--- config.mk ---
export PLATFORM = sky130hd
export DESIGN_NAME = pofc_top
export DESIGN_NICKNAME = d
export VERILOG_FILES = /design/src/pofc_pkg.sv /design/src/pofc_evt_if.sv /design/src/pofc_event_trig.sv /design/src/pofc_top.sv
export VERILOG_INCLUDE_DIRS = /design/src
export SDC_FILE = /design/constraint.sdc
export NUM_CORES = 1
export LEC_CHECK = 0
export ABC_AREA = 1
export BUFFER_PORTS_ARGS = -buffer_cell sky130_fd_sc_hd__clkbuf_2
export CORE_UTILIZATION = 60
export DETAILED_ROUTE_END_ITERATION = 16
export HOLD_SLACK_MARGIN = 0.1
export PLACE_DENSITY = 0.75
export SLEW_MARGIN = 20
export SYNTH_ARGS = -nofsm -noshare
export SYNTH_HDL_FRONTEND = slang
export SYNTH_HIERARCHICAL = 1
export SYNTH_SLANG_ARGS = --single-unit
--- constraint.sdc ---
create_clock -name core_clk -period 4.33 [get_ports core_clk]
set_clock_uncertainty 0.15 [all_clocks]
set_input_delay 0.866 -clock core_clk [delete_from_list [all_inputs] [get_ports core_clk]]
set_output_delay 0.866 -clock core_clk [all_outputs]
set_load 0.02 [all_outputs]
--- src/pofc_defines.svh ---
// register offsets, field positions and reset values of the pwm output stage
`ifndef POFC_DEFINES_SVH
`define POFC_DEFINES_SVH

// register offsets
`define POFC_ADDR_TBCTL    10'h1C0
`define POFC_ADDR_COUNT    10'h1C2
`define POFC_ADDR_PERIOD   10'h1C4
`define POFC_ADDR_EVTCMP   10'h1C6
`define POFC_ADDR_OUTCTL   10'h1C8
`define POFC_ADDR_SECCTL   10'h1CA
`define POFC_ADDR_DEADTIME 10'h1CC
`define POFC_ADDR_FAULT    10'h1D0
`define POFC_ADDR_FORCE    10'h1D4
`define POFC_ADDR_DUTY1    10'h1D6
`define POFC_ADDR_DUTY2    10'h1D8
`define POFC_ADDR_DUTY3    10'h1DA
`define POFC_ADDR_STATUS   10'h1DC

// timebase_ctl_reg fields
`define POFC_TB_RUN_BIT     15
`define POFC_TB_MODE_LSB    0
// timebase_mode_sel encodings
`define POFC_MODE_FREE      2'h0
`define POFC_MODE_SINGLE    2'h2
// event compare fields
`define POFC_EVT_PHASE_BIT  15
// output_control_reg fields
`define POFC_PAIR_MODE_LSB  8
`define POFC_HI_EN_LSB      4
`define POFC_LO_EN_LSB      0
// secondary_control_reg fields
`define POFC_PSC_LSB        8
`define POFC_SYNC_BIT       1
`define POFC_LOCK_BIT       0
// fault_ctl_reg fields
`define POFC_FLT_LVL_LSB    8
`define POFC_FLT_MODE_BIT   7
`define POFC_FLT_EN_LSB     0
// output_force_reg fields
`define POFC_FORCE_SEL_LSB  8
`define POFC_FORCE_LVL_LSB  0
// status fields
`define POFC_ST_FLAG_BIT    0

// reset values and write masks
`define POFC_RST_PERIOD     15'h3FFF
`define POFC_RST_OUTCTL     16'h0077
`define POFC_RST_FORCE      16'h3F00
`define POFC_FORCE_MASK     16'h3F3F
`define POFC_FAULT_MASK     16'h3F87
`define POFC_OUTCTL_MASK    16'h0777

`endif

--- src/pofc_pkg.sv ---
// types shared by the pwm output stage
package pofc_pkg;
  // fault forcing state
  typedef enum logic {
    POFC_FLT_RUN,
    POFC_FLT_HOLD
  } pofc_flt_state_t;
  typedef logic [14:0] pofc_count_t;
  typedef logic [15:0] pofc_word_t;
endpackage : pofc_pkg

--- src/pofc_evt_if.sv ---
// carrier between the output stage and the event trigger postscaler
`timescale 1ns/1ps
interface pofc_evt_if;
  logic       match;
  logic [3:0] ps_sel;
  logic       clr;
  logic       trig;
  modport src (output match, output ps_sel, output clr, input  trig);
  modport psc (input  match, input  ps_sel, input  clr, output trig);
endinterface : pofc_evt_if

--- src/pofc_event_trig.sv ---
// special event trigger postscaler toward the adc
`timescale 1ns/1ps
module pofc_event_trig (
  input  wire logic core_clk,
  input  wire logic rst,
  pofc_evt_if.psc   evt
);

  logic [3:0] ps_cnt_r;
  logic       trig_r;
  logic       ps_done;

  // fire on the n-th match, n = select + 1
  assign ps_done = (ps_cnt_r == evt.ps_sel);

  ////////////////////////////////////////////////////////////////////////////
  // postscale counter; a compare write restarts the ratio
  always_ff @(posedge core_clk) begin
    if (rst) begin
      ps_cnt_r <= 4'h0;
    end else if (evt.clr) begin
      ps_cnt_r <= 4'h0;
    end else if (evt.match) begin
      ps_cnt_r <= ps_done ? 4'h0 : ps_cnt_r + 4'h1;
    end
  end

  // one-cycle trigger pulse
  always_ff @(posedge core_clk) begin
    if (rst) begin
      trig_r <= 1'b0;
    end else begin
      trig_r <= evt.match & ps_done & ~evt.clr;
    end
  end

  assign evt.trig = trig_r;

endmodule : pofc_event_trig

--- src/pofc_top.sv ---
// pwm output stage: pair modes, override, polarity, fault forcing, event trigger
//
// Summary of operation
// - pair mode bit set selects independent
// - independent pairs get no dead time
// - independent pins take pwm, forced low/high
// - mode 10 is edge-aligned single pulse
// - single pulse starts on run, ends on duty
// - period match clears count, run, pins; interrupt
// - force select upper byte, levels lower byte
// - forced-active low pin complements high pin
// - dead time still applies under override
// - synced overrides load at zero, center-aligned also at period
// - fuse zero drives inactive, one tri-states
// - separate polarity for high and low pins
// - cleared pin enable releases pin
// - per-pair fault enables; none leaves the pins alone, flag and interrupt still fire
// - fault level bits through pin polarity
// - latched fault needs input high and flag clear
// - cycle fault resumes at next boundary
// - lockout blocks duty and period loads
// - trigger when count equals compare value
// - phase bit picks up or down count
// - postscaler 1:1..1:16, cleared by compare write
// - fault in sleep raises wake interrupt
// - pairs reset to complementary mode
//
// Implementation choices: the register offsets and the plain strobed port.
`timescale 1ns/1ps
`include "pofc_defines.svh"
module pofc_top (
  input  wire logic        core_clk,
  input  wire logic        rst,
  input  wire logic [9:0]  reg_addr,
  input  wire logic [15:0] reg_wdata,
  input  wire logic        reg_wr,
  input  wire logic        reg_rd,
  output logic      [15:0] reg_rdata,
  input  wire logic        high_side_polarity,
  input  wire logic        low_side_polarity,
  input  wire logic        reset_pin_state_fuse,
  input  wire logic        fault_input_n,
  input  wire logic        cpu_sleep,
  output logic      [2:0]  high_side_output,
  output logic      [2:0]  low_side_output,
  output logic      [2:0]  high_side_oe,
  output logic      [2:0]  low_side_oe,
  output logic             adc_trigger,
  output logic             period_irq,
  output logic             fault_irq,
  output logic             wake_req
);

  // level as driven on the pin; pol set means active high
  function automatic logic pol_apply(input logic lvl, input logic pol);
    pol_apply = ~(lvl ^ pol);
  endfunction : pol_apply

  // counter step down, holding at zero
  function automatic pofc_pkg::pofc_count_t dec_sat(input pofc_pkg::pofc_count_t v);
    dec_sat = (v == 15'h0000) ? 15'h0000 : v - 15'h0001;
  endfunction : dec_sat

  ////////////////////////////////////////////////////////////////////////////
  // software registers
  logic                    run_r;
  logic [1:0]              tb_mode_r;
  pofc_pkg::pofc_count_t   period_buf_r;
  pofc_pkg::pofc_count_t   period_act_r;
  logic                    evt_phase_r;
  pofc_pkg::pofc_count_t   evt_cmp_r;
  pofc_pkg::pofc_word_t    outctl_r;
  logic [3:0]              ps_sel_r;
  logic                    force_sync_r;
  logic                    lockout_r;
  logic [5:0]              dead_time_r;
  pofc_pkg::pofc_word_t    fault_ctl_r;
  pofc_pkg::pofc_word_t    force_buf_r;
  pofc_pkg::pofc_word_t    force_act_r;
  pofc_pkg::pofc_word_t    duty_buf_r [3];
  pofc_pkg::pofc_word_t    duty_act_r [3];
  // core state
  pofc_pkg::pofc_count_t   count_r;
  logic                    dir_down_r;
  logic                    claimed_r;
  logic                    hi_pol_r;
  logic                    lo_pol_r;
  logic                    flt_s1_r;
  logic                    flt_s2_r;
  logic                    flt_s3_r;
  logic                    flt_lvl_r;
  logic                    flt_flag_r;
  pofc_pkg::pofc_flt_state_t flt_state_r;
  pofc_pkg::pofc_flt_state_t flt_state_nxt;
  logic [5:0]              dt_cnt_r [3];
  logic [2:0]              h_prev_r;
  logic                    period_irq_r;
  logic                    fault_irq_r;
  logic                    wake_req_r;
  logic [2:0]              hi_out_r;
  logic [2:0]              lo_out_r;
  logic [2:0]              hi_oe_r;
  logic [2:0]              lo_oe_r;
  pofc_pkg::pofc_word_t    rdata_r;

  pofc_evt_if evt ();

  ////////////////////////////////////////////////////////////////////////////
  // address decode
  logic wr_tbctl;
  logic wr_period;
  logic wr_evtcmp;
  logic wr_outctl;
  logic wr_secctl;
  logic wr_dtime;
  logic wr_fault;
  logic wr_force;
  logic wr_status;
  logic [2:0] wr_duty;
  assign wr_tbctl  = reg_wr && (reg_addr == `POFC_ADDR_TBCTL);
  assign wr_period = reg_wr && (reg_addr == `POFC_ADDR_PERIOD);
  assign wr_evtcmp = reg_wr && (reg_addr == `POFC_ADDR_EVTCMP);
  assign wr_outctl = reg_wr && (reg_addr == `POFC_ADDR_OUTCTL);
  assign wr_secctl = reg_wr && (reg_addr == `POFC_ADDR_SECCTL);
  assign wr_dtime  = reg_wr && (reg_addr == `POFC_ADDR_DEADTIME);
  assign wr_fault  = reg_wr && (reg_addr == `POFC_ADDR_FAULT);
  assign wr_force  = reg_wr && (reg_addr == `POFC_ADDR_FORCE);
  assign wr_status = reg_wr && (reg_addr == `POFC_ADDR_STATUS);
  assign wr_duty[0] = reg_wr && (reg_addr == `POFC_ADDR_DUTY1);
  assign wr_duty[1] = reg_wr && (reg_addr == `POFC_ADDR_DUTY2);
  assign wr_duty[2] = reg_wr && (reg_addr == `POFC_ADDR_DUTY3);

  ////////////////////////////////////////////////////////////////////////////
  // time base decode
  logic is_center;
  logic is_single;
  logic at_period;
  logic at_zero;
  logic tb_wrap;
  logic boundary;
  logic upd_pt;
  logic sync_pt;
  assign is_center = tb_mode_r[0];
  assign is_single = (tb_mode_r == `POFC_MODE_SINGLE);
  assign at_period = (count_r == period_act_r);
  assign at_zero   = (count_r == 15'h0000);
  assign tb_wrap   = ~is_center & at_period;
  // cycle or half-cycle boundary for resync and fault release
  assign boundary  = is_center ? (at_zero | at_period) : at_zero;
  // stopped time base loads buffers at once
  assign upd_pt    = ~run_r | tb_wrap | (is_center & at_zero & ~dir_down_r);
  assign sync_pt   = ~force_sync_r | boundary;

  ////////////////////////////////////////////////////////////////////////////
  // register writes
  always_ff @(posedge core_clk) begin
    if (rst) begin
      tb_mode_r    <= `POFC_MODE_FREE;
      period_buf_r <= `POFC_RST_PERIOD;
      evt_phase_r  <= 1'b0;
      evt_cmp_r    <= 15'h0000;
      outctl_r     <= `POFC_RST_OUTCTL;
      ps_sel_r     <= 4'h0;
      force_sync_r <= 1'b0;
      lockout_r    <= 1'b0;
      dead_time_r  <= 6'h00;
      fault_ctl_r  <= 16'h0000;
      force_buf_r  <= `POFC_RST_FORCE;
    end else begin
      if (wr_tbctl)  tb_mode_r    <= reg_wdata[`POFC_TB_MODE_LSB +: 2];
      if (wr_period) period_buf_r <= reg_wdata[14:0];
      if (wr_evtcmp) evt_phase_r  <= reg_wdata[`POFC_EVT_PHASE_BIT];
      if (wr_evtcmp) evt_cmp_r    <= reg_wdata[14:0];
      if (wr_outctl) outctl_r     <= reg_wdata & `POFC_OUTCTL_MASK;
      if (wr_secctl) ps_sel_r     <= reg_wdata[`POFC_PSC_LSB +: 4];
      if (wr_secctl) force_sync_r <= reg_wdata[`POFC_SYNC_BIT];
      if (wr_secctl) lockout_r    <= reg_wdata[`POFC_LOCK_BIT];
      if (wr_dtime)  dead_time_r  <= reg_wdata[5:0];
      if (wr_fault)  fault_ctl_r  <= reg_wdata & `POFC_FAULT_MASK;
      if (wr_force)  force_buf_r  <= reg_wdata & `POFC_FORCE_MASK;
    end
  end

  // duty buffers
  always_ff @(posedge core_clk) begin
    for (int i = 0; i < 3; i++) begin
      if (rst) begin
        duty_buf_r[i] <= 16'h0000;
      end else if (wr_duty[i]) begin
        duty_buf_r[i] <= reg_wdata;
      end
    end
  end

  // buffer transfer; lockout freezes the active copies
  always_ff @(posedge core_clk) begin
    if (rst) begin
      period_act_r <= `POFC_RST_PERIOD;
      for (int i = 0; i < 3; i++) duty_act_r[i] <= 16'h0000;
    end else if (upd_pt && !lockout_r) begin
      period_act_r <= period_buf_r;
      for (int i = 0; i < 3; i++) duty_act_r[i] <= duty_buf_r[i];
    end
  end

  // override copy, optionally held until a boundary
  always_ff @(posedge core_clk) begin
    if (rst) begin
      force_act_r <= `POFC_RST_FORCE;
    end else if (sync_pt) begin
      force_act_r <= force_buf_r;
    end
  end

  ////////////////////////////////////////////////////////////////////////////
  // run bit: software write wins over the single-pulse clear
  always_ff @(posedge core_clk) begin
    if (rst) begin
      run_r <= 1'b0;
    end else if (wr_tbctl) begin
      run_r <= reg_wdata[`POFC_TB_RUN_BIT];
    end else if (is_single && run_r && at_period) begin
      run_r <= 1'b0;
    end
  end

  // time base counter; holds its value while stopped
  always_ff @(posedge core_clk) begin
    if (rst) begin
      count_r    <= 15'h0000;
      dir_down_r <= 1'b0;
    end else if (run_r && !is_center) begin
      count_r    <= at_period ? 15'h0000 : count_r + 15'h0001;
      dir_down_r <= 1'b0;
    end else if (run_r && !dir_down_r) begin
      count_r    <= at_period ? dec_sat(count_r) : count_r + 15'h0001;
      dir_down_r <= at_period;
    end else if (run_r) begin
      count_r    <= dec_sat(count_r);
      dir_down_r <= (count_r > 15'h0001);
    end
  end

  // single-pulse end interrupt
  always_ff @(posedge core_clk) begin
    if (rst) begin
      period_irq_r <= 1'b0;
    end else begin
      period_irq_r <= is_single & run_r & at_period;
    end
  end

  ////////////////////////////////////////////////////////////////////////////
  // fault pin: three stages, level moves once the last two agree
  logic flt_fall;
  logic flt_now;
  logic flt_release;
  assign flt_fall    = flt_lvl_r & ~flt_s2_r & ~flt_s3_r;
  assign flt_now     = ~flt_lvl_r & (|fault_ctl_r[`POFC_FLT_EN_LSB +: 3]);
  // latched mode also waits for software to clear the flag
  assign flt_release = flt_lvl_r & boundary &
                       (fault_ctl_r[`POFC_FLT_MODE_BIT] | ~flt_flag_r);

  always_ff @(posedge core_clk) begin
    if (rst) begin
      flt_s1_r  <= 1'b1;
      flt_s2_r  <= 1'b1;
      flt_s3_r  <= 1'b1;
      flt_lvl_r <= 1'b1;
    end else begin
      flt_s1_r  <= fault_input_n;
      flt_s2_r  <= flt_s1_r;
      flt_s3_r  <= flt_s2_r;
      if (flt_s2_r == flt_s3_r) flt_lvl_r <= flt_s3_r;
    end
  end

  // sticky flag: a new fault beats a write-one clear
  always_ff @(posedge core_clk) begin
    if (rst) begin
      flt_flag_r <= 1'b0;
    end else if (flt_fall) begin
      flt_flag_r <= 1'b1;
    end else if (wr_status && reg_wdata[`POFC_ST_FLAG_BIT]) begin
      flt_flag_r <= 1'b0;
    end
  end

  // pulses to the interrupt controller and the wake logic
  always_ff @(posedge core_clk) begin
    if (rst) begin
      fault_irq_r <= 1'b0;
      wake_req_r  <= 1'b0;
    end else begin
      fault_irq_r <= flt_fall;
      wake_req_r  <= flt_fall & cpu_sleep;
    end
  end

  // fault forcing state
  always_comb begin
    flt_state_nxt = flt_state_r;
    unique case (flt_state_r)
      pofc_pkg::POFC_FLT_RUN:  if (flt_now) flt_state_nxt = pofc_pkg::POFC_FLT_HOLD;
      pofc_pkg::POFC_FLT_HOLD: if (flt_release) flt_state_nxt = pofc_pkg::POFC_FLT_RUN;
    endcase
  end

  always_ff @(posedge core_clk) begin
    if (rst) flt_state_r <= pofc_pkg::POFC_FLT_RUN;
    else     flt_state_r <= flt_state_nxt;
  end

  ////////////////////////////////////////////////////////////////////////////
  // per-pair output path
  logic [2:0] raw;
  logic [2:0] h_src;
  logic [2:0] l_src;
  logic [2:0] dt_clear;
  logic [2:0] h_fin;
  logic [2:0] l_fin;
  logic [2:0] hi_en;
  logic [2:0] lo_en;
  logic       flt_hold;
  assign flt_hold = (flt_state_r == pofc_pkg::POFC_FLT_HOLD);
  assign hi_en    = outctl_r[`POFC_HI_EN_LSB +: 3];
  assign lo_en    = outctl_r[`POFC_LO_EN_LSB +: 3];

  for (genvar i = 0; i < 3; i++) begin : g_pair
    logic indep;
    logic sel_h;
    logic sel_l;
    logic lv_h;
    logic lv_l;
    logic flt_pair;
    assign indep    = outctl_r[`POFC_PAIR_MODE_LSB + i];
    assign sel_h    = force_act_r[`POFC_FORCE_SEL_LSB + 2*i + 1];
    assign sel_l    = force_act_r[`POFC_FORCE_SEL_LSB + 2*i];
    assign lv_h     = force_act_r[`POFC_FORCE_LVL_LSB + 2*i + 1];
    assign lv_l     = force_act_r[`POFC_FORCE_LVL_LSB + 2*i];
    assign flt_pair = flt_hold & fault_ctl_r[`POFC_FLT_EN_LSB + i];
    // duty compare; single pulse only while running
    assign raw[i]   = ({1'b0, count_r} < duty_act_r[i]) & (run_r | ~is_single);
    assign h_src[i] = sel_h ? lv_h : raw[i];
    // independent pins share one duty; complementary low mirrors high
    assign l_src[i] = indep ? (sel_l ? lv_l : raw[i])
                            : (sel_l ? (lv_l & ~h_src[i]) : ~h_src[i]);
    // complementary pairs idle both pins while the dead-time counter runs
    assign dt_clear[i] = indep | ((dt_cnt_r[i] == 6'h00) && (h_src[i] == h_prev_r[i]));
    // fault level outranks the override
    assign h_fin[i] = flt_pair ? fault_ctl_r[`POFC_FLT_LVL_LSB + 2*i + 1]
                               : (h_src[i] & dt_clear[i]);
    assign l_fin[i] = flt_pair ? fault_ctl_r[`POFC_FLT_LVL_LSB + 2*i]
                               : (l_src[i] & dt_clear[i]);
  end : g_pair

  // dead-time counters reload on every high-side edge
  always_ff @(posedge core_clk) begin
    for (int i = 0; i < 3; i++) begin
      if (rst) begin
        dt_cnt_r[i] <= 6'h00;
        h_prev_r[i] <= 1'b0;
      end else begin
        h_prev_r[i] <= h_src[i];
        if (h_src[i] != h_prev_r[i]) dt_cnt_r[i] <= dead_time_r;
        else if (dt_cnt_r[i] != 6'h00) dt_cnt_r[i] <= dt_cnt_r[i] - 6'h01;
      end
    end
  end

  ////////////////////////////////////////////////////////////////////////////
  // pin drivers; polarity and fuse are caught while reset is held
  always_ff @(posedge core_clk) begin
    if (rst) begin
      hi_pol_r  <= high_side_polarity;
      lo_pol_r  <= low_side_polarity;
      claimed_r <= ~reset_pin_state_fuse;
      hi_out_r  <= {3{pol_apply(1'b0, high_side_polarity)}};
      lo_out_r  <= {3{pol_apply(1'b0, low_side_polarity)}};
      hi_oe_r   <= {3{~reset_pin_state_fuse}};
      lo_oe_r   <= {3{~reset_pin_state_fuse}};
    end else begin
      // tri-stated pins wait for software to claim them
      if (wr_outctl) claimed_r <= 1'b1;
      for (int i = 0; i < 3; i++) begin
        hi_out_r[i] <= pol_apply(h_fin[i], hi_pol_r);
        lo_out_r[i] <= pol_apply(l_fin[i], lo_pol_r);
      end
      hi_oe_r <= hi_en & {3{claimed_r}};
      lo_oe_r <= lo_en & {3{claimed_r}};
    end
  end

  ////////////////////////////////////////////////////////////////////////////
  // special event trigger
  logic phase_ok;
  assign phase_ok  = ~is_center | (dir_down_r == evt_phase_r);
  assign evt.match = run_r & (count_r == evt_cmp_r) & phase_ok;
  assign evt.ps_sel = ps_sel_r;
  assign evt.clr   = wr_evtcmp;

  pofc_event_trig u_event_trig (
    .core_clk (core_clk),
    .rst      (rst),
    .evt      (evt)
  );

  ////////////////////////////////////////////////////////////////////////////
  // read back; unmapped addresses read zero
  pofc_pkg::pofc_word_t rd_val;
  pofc_pkg::pofc_word_t st_val;
  assign st_val = {12'h000, run_r, flt_lvl_r, flt_hold, flt_flag_r};
  assign rd_val =
    (reg_addr == `POFC_ADDR_TBCTL)    ? {run_r, 13'h0000, tb_mode_r} :
    (reg_addr == `POFC_ADDR_COUNT)    ? {dir_down_r, count_r} :
    (reg_addr == `POFC_ADDR_PERIOD)   ? {1'b0, period_buf_r} :
    (reg_addr == `POFC_ADDR_EVTCMP)   ? {evt_phase_r, evt_cmp_r} :
    (reg_addr == `POFC_ADDR_OUTCTL)   ? outctl_r :
    (reg_addr == `POFC_ADDR_SECCTL)   ? {4'h0, ps_sel_r, 6'h00, force_sync_r, lockout_r} :
    (reg_addr == `POFC_ADDR_DEADTIME) ? {10'h000, dead_time_r} :
    (reg_addr == `POFC_ADDR_FAULT)    ? fault_ctl_r :
    (reg_addr == `POFC_ADDR_FORCE)    ? force_buf_r :
    (reg_addr == `POFC_ADDR_DUTY1)    ? duty_buf_r[0] :
    (reg_addr == `POFC_ADDR_DUTY2)    ? duty_buf_r[1] :
    (reg_addr == `POFC_ADDR_DUTY3)    ? duty_buf_r[2] :
    (reg_addr == `POFC_ADDR_STATUS)   ? st_val : 16'h0000;

  always_ff @(posedge core_clk) begin
    if (rst) rdata_r <= 16'h0000;
    else     rdata_r <= reg_rd ? rd_val : 16'h0000;
  end

  assign reg_rdata        = rdata_r;
  assign high_side_output = hi_out_r;
  assign low_side_output  = lo_out_r;
  assign high_side_oe     = hi_oe_r;
  assign low_side_oe      = lo_oe_r;
  assign adc_trigger      = evt.trig;
  assign period_irq       = period_irq_r;
  assign fault_irq        = fault_irq_r;
  assign wake_req         = wake_req_r;

endmodule : pofc_top

# --- Word-level counts from Yosys, hierarchy flattened ---
# Memories as Yosys holds them, arrays and structs flattened.
# Index checks and enable logic that the tools add are counted.
totals:
  regBits: 168
  ram_bits: 114
  input_bits: 35
  out_inout_bits: 32
  memories: 3
mem_list:
  columns: ["name", "words", "word_bits", "rd", "rd_clocked_by_memory_dff", "wr", "line_no", "source"]
  rows:
  - ["duty_act_r", 3, 16, 3, 0, 3, "pofc_top.sv:81", "pofc_pkg::pofc_word_t duty_act_r [3];"]
  - ["duty_buf_r", 3, 16, 3, 0, 3, "pofc_top.sv:80", "pofc_pkg::pofc_word_t duty_buf_r [3];"]
  - ["dt_cnt_r", 3, 6, 3, 0, 3, "pofc_top.sv:95", "logic [5:0] dt_cnt_r [3];"]
classes:
  addsub: 6
  order_cmp: 4
  n_eq_ne: 25
  muxes: 101
  n_bitwise: 84
  n_reduce_logical: 41
op_table:
  columns: ["op", "count"]
  rows:
  - ["$mux W16", 18]
  - ["$eq A10 B9 Y1 const B", 13]
  - ["$mux W15", 6]
  - ["$mux W1", 64]
  - ["$lt A15 B16 Y1", 3]
  - ["$mux W6", 6]
  - ["$and A1 B1 Y1", 30]
  - ["$eq A15 B15 Y1", 2]
  - ["$not A1 Y1", 24]
  - ["$or A1 B1 Y1", 22]
  - ["$logic_and A1 B1 Y1", 21]
  - ["$logic_not A6 Y1", 3]
  - ["$reduce_bool A6 Y1", 3]
  - ["$sub A6 B1 Y6 const B", 3]
  - ["$add A15 B1 Y15 const B", 1]
  - ["$gt A15 B1 Y1 const B", 1]
  - ["$logic_not A15 Y1", 1]
  - ["$sub A15 B1 Y15 const B", 1]
  - ["$mux W3", 4]
  - ["$mux W4", 2]
  - ["$reduce_bool A2 Y1", 4]
  - ["$and A3 B3 Y3", 2]
  - ["$reduce_or A2 Y1", 3]
  - ["$reduce_or A3 Y1", 2]
  - ["other kinds (9)", 22]

# --- Logic depth before layout (Yosys ltp) ---
# Gate-level depths: netlist (run 1).
logic_depth:
  ltp_word: 14
  depth_mapped: 20
  ltp_nobuf: 19

# --- By module ---
# Netlist (run 1), hierarchy kept.
by_module_without_submodules:
  columns: ["mod", "n_inst", "cells_per_inst", "area_per_inst_um2"]
  rows:
  - ["pofc_top", 1, 1666, 13790.7]
  - ["pofc_event_trig", 1, 39, 269.0]

# --- Worst setup path after synthesis (run 1) ---
# No wires, ideal clock.
synth_path:
  path_kind: "input to register"
  from: "input port reg_addr[9]"
  to: "memory duty_buf_r[0][0] in the netlist's numbering (enable)"
  t_arrival_ns: 3.010
  t_required_ns: 3.769
  path_slack_ns: 0.759
  cell_stages: 8
  n_path_buf: 1
  path_cell_list: "inv_1 nand2_1 nor2_1 inv_2 nor3_2 inv_1 buf_2 o21ai_0"
synth_lines:
  columns: ["element", "line_no", "source"]
  rows:
  - ["start: declaration", "pofc_top.sv:34", "input wire logic [9:0] reg_addr,"]
  - ["end: declaration", "pofc_top.sv:80", null]

==> impl_metrics.json, run 1 <==
{
  "outcome": "finished, final reports clean",
  "vias_per_cell": 5.874,
  "wl_per_cell_microns": 20.40,
  "synth_fp_nets": 1792,
  "antennaDiodeCount": 0,
  "hpwl_microns": 31820,
  "dieArea_sq_um": 24050,
  "crit_path_end_kind": "register",
  "power.combinational.fraction": 0.096,
  "synthDominantCellAreaShare": 0.2499,
  "maxCapViolCount": 0,
  "worst-slew-pin-transition_ns": 0.8845,
  "hold_path_end": "flt_s2_r",
  "synth.yosys.seq_area_share": 0.4848,
  "crit-reg2reg-capture": "dt_cnt_r[2][2]",
  "peak_vdd_ir_uv": 343.1,
  "maxSlewViolCount": 0,
  "synth.distinct_cells": 46,
  "timing_worst_setup_path_type": "register to register",
  "timing.critical_path.from_type": "register",
  "layout_cells_sized_above_1": 0.09854,
  "totalWireLength_microns": 42830,
  "timing.hold.worst.class": "register to register",
  "finalWeightedCongestion": 1.005,
  "largest_net_degree_at_the_start_of_global_routing": 45,
  "hold_path_startpoint": "flt_s1_r",
  "power_leakage_nw": 6.947,
  "die_x_microns": 155.1,
  "finalInstanceArea_sq_um": 15630,
  "seq_power_share": 0.486,
  "dpl_cell_area_sq_um": 14640,
  "die_h_microns": 155.1,
  "fin_crit_sh": 0.7803,
  "slew-limit-headroom": 0.4089,
  "finalCriticalPeriod_ns": 3.379,
  "ctsLongestPathBuffers": 3,
  "worst_ep_required_time_ns": 4.57,
  "synth_seq_cells": 282,
  "clk_pin_slew_ns": 0.06,
  "cts_made_buffers": 31,
  "finalSetupViolCount": 0,
  "postCtsHoldBufs": 0,
  "worst_hold_path.num_cells": 1,
  "placed_cell_count": 2043,
  "total_switching_power_mw": 1.506,
  "finalHoldViolCount": 0,
  "power_report.internal_total_mw": 4.602,
  "clk_root_buffer_cell": "sky130_fd_sc_hd__clkbuf_16",
  "synth_top_area_cell": "sky130_fd_sc_hd__edfxtp_1",
  "cts_repair_resize_count": 0,
  "tritoncts_clock_tree": "done",
  "number_of_vias_in_the_routed_layout": 12329,
  "crit_path_max_fanout": 10,
  "design.core.area_sq_um": 22780,
  "power-per-cell-area_nw_per_um2": 390.8,
  "postCtsSetupBuffers": 0,
  "grt_pass1_vias": 11211,
  "clock_insertion_delay_at_the_later_pin_of_the_skew_report_ns": 0.56,
  "rows": 55,
  "grt_overflow_total": 0,
  "synth_area_sq_um": 14060,
  "antenna_found_initial": 1,
  "htreeDepth": 1,
  "ioPinCount": 67,
  "pwr-share-clk": 0.418,
  "async_flop_share": 0,
  "track_usage": 0.3590,
  "synth_top_cells_by_area": "sky130_fd_sc_hd__edfxtp_1, sky130_fd_sc_hd__dfxtp_1, sky130_fd_sc_hd__nand2_1",
  "worstReg2RegStart": "count_r[11]",
  "arrival_ns": 3.62,
  "finalNetCount": 1850,
  "finalSetupTns_ns": 0,
  "synth_ff_type": "sky130_fd_sc_hd__dfxtp_1",
  "port-buffer-count": 66,
  "ant_nets": 0,
  "layout-area-overhead-vs-synth_pct": 11.18,
  "number_of_synthesized_flops_with_an_enable_pin": 117,
  "netlist_instances": 1705,
  "drt_first_iter_violations": 1596,
  "clock_sink_count": 282,
  "swShare": 0.2466,
  "drt-pass1-iter-count": 6,
  "final_cell_count_no_fill": 2099,
  "floorplan.initialDensity": 0.6172,
  "fmax_ghz": 0.2960,
  "postSynthAreaPerCell_sq_um": 8.246,
  "ff2ff_path_depth": 12,
  "grt_pass1_wl_microns": 64950,
  "number_of_remaining_drc_errors": 0,
  "rsz_0062_raised_after_global_routing": "no",
  "yosys_warnings": 6,
  "setup.reg_to_reg.worst_slack_ns": 0.95
}
-- cell usage after synthesis, types with 3 or more instances --
master	n
sky130_fd_sc_hd__o22ai_1	23
sky130_fd_sc_hd__o21ai_0	122
sky130_fd_sc_hd__edfxtp_1	117
sky130_fd_sc_hd__nand4_1	18
sky130_fd_sc_hd__o221ai_1	13
sky130_fd_sc_hd__xor2_1	33
sky130_fd_sc_hd__a21oi_1	120
sky130_fd_sc_hd__nor2_1	222
sky130_fd_sc_hd__clkbuf_1	35
sky130_fd_sc_hd__o2111ai_1	4
sky130_fd_sc_hd__nand3_1	75
sky130_fd_sc_hd__a221oi_1	5
sky130_fd_sc_hd__buf_1	3
sky130_fd_sc_hd__nand2_1	261
sky130_fd_sc_hd__a31oi_1	18
sky130_fd_sc_hd__nor3_1	11
sky130_fd_sc_hd__or2_2	8
sky130_fd_sc_hd__nand2_2	5
sky130_fd_sc_hd__o32ai_1	3
sky130_fd_sc_hd__a211oi_1	6
sky130_fd_sc_hd__buf_6	9
sky130_fd_sc_hd__xnor2_1	18
sky130_fd_sc_hd__inv_1	258
sky130_fd_sc_hd__o211ai_1	38
sky130_fd_sc_hd__nor2_2	13
sky130_fd_sc_hd__buf_2	11
sky130_fd_sc_hd__nor4_1	8
sky130_fd_sc_hd__nand3_4	3
sky130_fd_sc_hd__inv_2	6
sky130_fd_sc_hd__ha_1	52
sky130_fd_sc_hd__dfxtp_1	165
sky130_fd_sc_hd__nor3_2	3
sky130_fd_sc_hd__o21a_1	3
-- layer usage --
metal,track usage,routed length (microns),part of all wire,up-vias
li1,-,-,-,5786
met1,0.4986,17670,0.41,5698
met2,0.5498,18680,0.44,718
met3,0.06685,4405,0.10,125
met4,0.1537,2066,0.048,2
met5,0,12,0.00028,-
-- worst max-delay path: stages (launching register included) --
cell	delay, ns
sky130_fd_sc_hd__dfxtp_1	0.69
sky130_fd_sc_hd__ha_1	0.35
sky130_fd_sc_hd__a21oi_1	0.15
sky130_fd_sc_hd__o21ai_0	0.13
sky130_fd_sc_hd__a21oi_1	0.46
sky130_fd_sc_hd__nand3_1	0.25
sky130_fd_sc_hd__nand2_1	0.14
sky130_fd_sc_hd__nand3_1	0.14
sky130_fd_sc_hd__nand3_1	0.24
sky130_fd_sc_hd__nand2_1	0.11
sky130_fd_sc_hd__inv_1	0.16
sky130_fd_sc_hd__o21ai_0	0.12
sky130_fd_sc_hd__a21oi_1	0.14
-- stage by stage --
step	setup WS, ns	hold WS, ns	power, mW	utilization
after floorplan	0.7588	0.2395	3.415	-
after global placement	0.6976	0.2547	3.578	0.6428
after detailed placement	0.7448	0.2523	3.595	0.6428
after CTS	1.006	0.2741	6.108	0.6862
after global routing	0.7539	0.2881	6.296	0.6862
final	0.9514	0.2717	6.109	0.6862
-- state kept, by name, indices dropped and copies added (netlist names), 15 cells and up --
signal	flops
duty_act_r	48
duty_buf_r	48
dt_cnt_r	18
reg_rdata	16
count_r	15
evt_cmp_r	15
period_act_r	15
period_buf_r	15
-- placed cells by master (no fill, tap or decap), types with 14 or more instances in the layout --
cell type and n:
sky130_fd_sc_hd__a21oi_1 120, sky130_fd_sc_hd__a31oi_1 18, sky130_fd_sc_hd__buf_4 16, sky130_fd_sc_hd__clkbuf_16 34, sky130_fd_sc_hd__clkbuf_2 68, sky130_fd_sc_hd__dfxtp_1 165, sky130_fd_sc_hd__edfxtp_1 117, sky130_fd_sc_hd__ha_1 52
sky130_fd_sc_hd__inv_1 257, sky130_fd_sc_hd__nand2_1 261, sky130_fd_sc_hd__nand3_1 75, sky130_fd_sc_hd__nand4_1 18, sky130_fd_sc_hd__nor2_1 221, sky130_fd_sc_hd__nor2_2 14, sky130_fd_sc_hd__o211ai_1 38, sky130_fd_sc_hd__o21ai_0 119
sky130_fd_sc_hd__o22ai_1 23, sky130_fd_sc_hd__xnor2_1 18, sky130_fd_sc_hd__xor2_1 33
-- power by group through the flow --
stage	Sequential [mW]	Clock [mW]	Combinational, mW
2_1_floorplan	3.02	0	0.393
3_3_place_gp	3.02	0	0.560
3_5_place_dp	3.02	0	0.571
4_1_cts	2.97	2.56	0.579
5_1_grt	2.98	2.66	0.652
6_report	2.97	2.55	0.588
-- worst max-delay path by stage --
| stage | start | to | slack (ns) | depth (start not counted) |
|---|---|---|---|---|
| CTS | count_r[1] | duty_act_r[0][13] | 1.01 | 11 |
| detailed placement | reg_addr[1] | reg_rdata[4] | 0.74 | 11 |
| floorplan | reg_addr[9] | duty_buf_r[0][0] | 0.76 | 8 |
| global placement | reg_addr[1] | reg_rdata[4] | 0.70 | 11 |
| global route | count_r[4] | duty_act_r[0][27] | 0.75 | 11 |
| finish | count_r[11] | dt_cnt_r[2][2] | 0.95 | 12 |
-- cells by family after synthesis --
group,count (synthesis),synth area share
muxes,1,0.0007120
DFF,282,0.4848
adders and majority gates,52,0.04628
buffers and inverters,324,0.09237
and+or+nand+nor,633,0.1937
xor gates and xnor gates,51,0.03177
AOI/OAI and AO/OA,362,0.1503
-- final cells by class --
type	count	area, sq um
Clock buffer	50	953.4
Clock inverter	6	36.28
Fill cell	1921	7147
Inverter	265	996.0
Multi-Input combinational cell	1099	5947
Sequential cell	282	6817
Tap cell	313	391.6
Timing Repair Buffer	84	490.5
(Power assumes the default switching activity.)
==> inputs of run 2 (changes only) <==
CORE_UTILIZATION = 56   (was 60)
PLACE_DENSITY = 0.74   (was 0.75)
clock period = 2.8 ns   (was 4.33 ns; I/O delays follow)
==> run 2 against run 1 <==
Via count increased by 2.3%. Fmax grew 28%. Critical endpoint unchanged. Global-route usage is 0.53 points lower. First-iteration DRC count shrank 13%. Flip-flop and latch count is the same. Cell area grew 5.1%. Non-clock buffer count is 77 higher.
==> impl_metrics.json, run 2 (same netlist as run 1, synthesis figures left out) <==
{
  "outcome": "finished, final reports clean",
  "crit_path_end_kind": "register",
  "tritoncts_clock_tree": "done",
  "mostFrequentLayoutCell": "sky130_fd_sc_hd__nand2_1",
  "timing.critical_path.from_type": "register",
  "layout_common_cells": "sky130_fd_sc_hd__nand2_1, sky130_fd_sc_hd__inv_1, sky130_fd_sc_hd__nor2_1",
  "finalHoldViolCount": 0,
  "wl_per_cell_microns": 20.88,
  "clk_root_buffer_cell": "sky130_fd_sc_hd__clkbuf_16",
  "power_report.internal_total_mw": 7.354,
  "ctsLongestPathBuffers": 3,
  "track_usage": 0.3537,
  "ioPinCount": 67,
  "grt_overflow_total": 0,
  "largest_net_degree_at_the_start_of_global_routing": 94,
  "ant_nets": 0,
  "postCtsSetupBuffers": 0,
  "worst_ep_required_time_ns": 2.97,
  "cts_made_buffers": 30,
  "peak_vdd_ir_uv": 490.5,
  "drt-pass1-iter-count": 6,
  "htreeDepth": 1,
  "number_of_remaining_drc_errors": 0,
  "total_switching_power_mw": 2.398,
  "pwr-share-clk": 0.430,
  "antenna_found_initial": 0,
  "layout-area-overhead-vs-synth_pct": 16.85,
  "timing.hold.worst.class": "input pin to register",
  "fin_crit_sh": 0.9398,
  "clk_pin_slew_ns": 0.07,
  "worst-slew-pin-transition_ns": 0.7153,
  "fmax_ghz": 0.3800,
  "seq_power_share": 0.471,
  "timing_worst_setup_path_type": "register to register",
  "maxSlewViolCount": 0,
  "design.core.area_sq_um": 24460,
  "rows": 57,
  "maxCapViolCount": 0,
  "finalNetCount": 1926,
  "dieArea_sq_um": 25740,
  "power.combinational.fraction": 0.099,
  "slew-limit-headroom": 0.5220,
  "totalWireLength_microns": 45650,
  "swShare": 0.2459,
  "drt_first_iter_violations": 1392,
  "placed_cell_count": 2126,
  "port-buffer-count": 66,
  "layout_cells_sized_above_1": 0.1455,
  "die_x_microns": 160.5,
  "finalSetupViolCount": 0,
  "power_leakage_nw": 7.386,
  "hpwl_microns": 34450,
  "finalCriticalPeriod_ns": 2.632,
  "number_of_vias_in_the_routed_layout": 12613,
  "power-per-cell-area_nw_per_um2": 593.6,
  "final_cell_count_no_fill": 2186,
  "grt_pass1_wl_microns": 68880,
  "floorplan.initialDensity": 0.5748,
  "top_regs": "duty_act_r x48, duty_buf_r x48, dt_cnt_r x18",
  "fin_worst_hold_slack_ns": 0.1337,
  "clock_sink_count": 282,
  "crit_path_max_fanout": 11,
  "clock_insertion_delay_at_the_later_pin_of_the_skew_report_ns": 0.57,
  "arrival_ns": 2.80,
  "grt_pass1_vias": 11919,
  "antennaDiodeCount": 0,
  "vias_per_cell": 5.770,
  "finalWeightedCongestion": 0.9867,
  "die_h_microns": 160.5
}
-- run 2: cell count changes in the layout (fill, tap and decap cells not counted), moves of 4 or more --
cell and delta:
sky130_fd_sc_hd__dfxtp_2 +6, sky130_fd_sc_hd__dfxtp_1 -9, sky130_fd_sc_hd__buf_4 +69, sky130_fd_sc_hd__nor4_1 -4, sky130_fd_sc_hd__nand3_1 -5, sky130_fd_sc_hd__nor4_2 +4
sky130_fd_sc_hd__dlygate4sd3_1 +5
-- run 2: critical path, cell delays in order, from the launching register on --
cell	delay (ns)
sky130_fd_sc_hd__dfxtp_1	0.32
sky130_fd_sc_hd__buf_4	0.20
sky130_fd_sc_hd__ha_1	0.21
sky130_fd_sc_hd__a21oi_1	0.19
sky130_fd_sc_hd__o21a_1	0.14
sky130_fd_sc_hd__nand2_1	0.11
sky130_fd_sc_hd__nand2_4	0.12
sky130_fd_sc_hd__nand3_4	0.12
sky130_fd_sc_hd__nand2_1	0.13
sky130_fd_sc_hd__nand3_1	0.13
sky130_fd_sc_hd__and2_1	0.19
sky130_fd_sc_hd__nand3_2	0.12
sky130_fd_sc_hd__buf_4	0.16
sky130_fd_sc_hd__a21oi_1	0.07
-- run 2: repair_timing --
| item | in CTS | in global routing |
|---|---|---|
| endpoints found under the setup margin | 14 | 70 |
| gates resized for setup | 6 | 25 |
| cloned | 0 | 0 |
| hold endpoints to repair | 5 | 0 |
| pin swaps | 0 | 1 |
| hold buffers | 5 | 0 |
-- run 2: metal layers --
metal | part of all wire | track usage
met5 | 0 | 0
met4 | 0.038 | 0.1247
met3 | 0.098 | 0.05863
met2 | 0.44 | 0.5579
met1 | 0.42 | 0.4912
-- run 2: path summary, 6_finish.rpt --
kind	depth (start not counted)	from	to	slack, ns
setup / recovery	13	count_r[4]	dt_cnt_r[2][2]	0.17
hold / removal	3	reg_wdata[11]	fault_ctl_r[11]	0.13
setup reg to reg	13	count_r[4]	dt_cnt_r[2][2]	0.17
hold reg to reg	1	flt_s1_r	flt_s2_r	0.27
-- run 2: power groups by stage --
stage | Clock [mW] | Sequential (mW) | Combinational (mW)
floorplan | 0 | 4.67 | 0.609
global placement | 0 | 4.67 | 0.902
detailed placement | 0 | 4.68 | 0.921
CTS | 4.19 | 4.59 | 0.938
global route | 4.35 | 4.60 | 1.07
finish | 4.20 | 4.59 | 0.968
-- run 2: cell type report --
class | instances | area, sq um
fill | 2043 | 8033
sequential | 282 | 6835
multi-input combinational | 1099 | 6028
timing repair buffer | 161 | 1119
inverter | 265 | 996.0
clock buffer | 45 | 910.9
tap | 324 | 405.4
clock inverter | 10 | 135.1
-- run 2: through the flow --
step | setup TNS, ns | power, mW | cell area, sq um | utilization | setup slack (ns)
6_report | 0 | 9.752 | 16430 | 0.6716 | 0.1684
4_1_cts | 0 | 9.722 | 16340 | 0.6682 | 0.003101
2_1_floorplan | 0 | 5.281 | 14060 | - | 0.07043
3_5_place_dp | -2.450 | 5.597 | 15240 | 0.6229 | -0.2166
3_3_place_gp | -1.419 | 5.570 | 15240 | 0.6229 | -0.1449
5_1_grt | -0.03093 | 10.03 | 16430 | 0.6716 | -0.01687
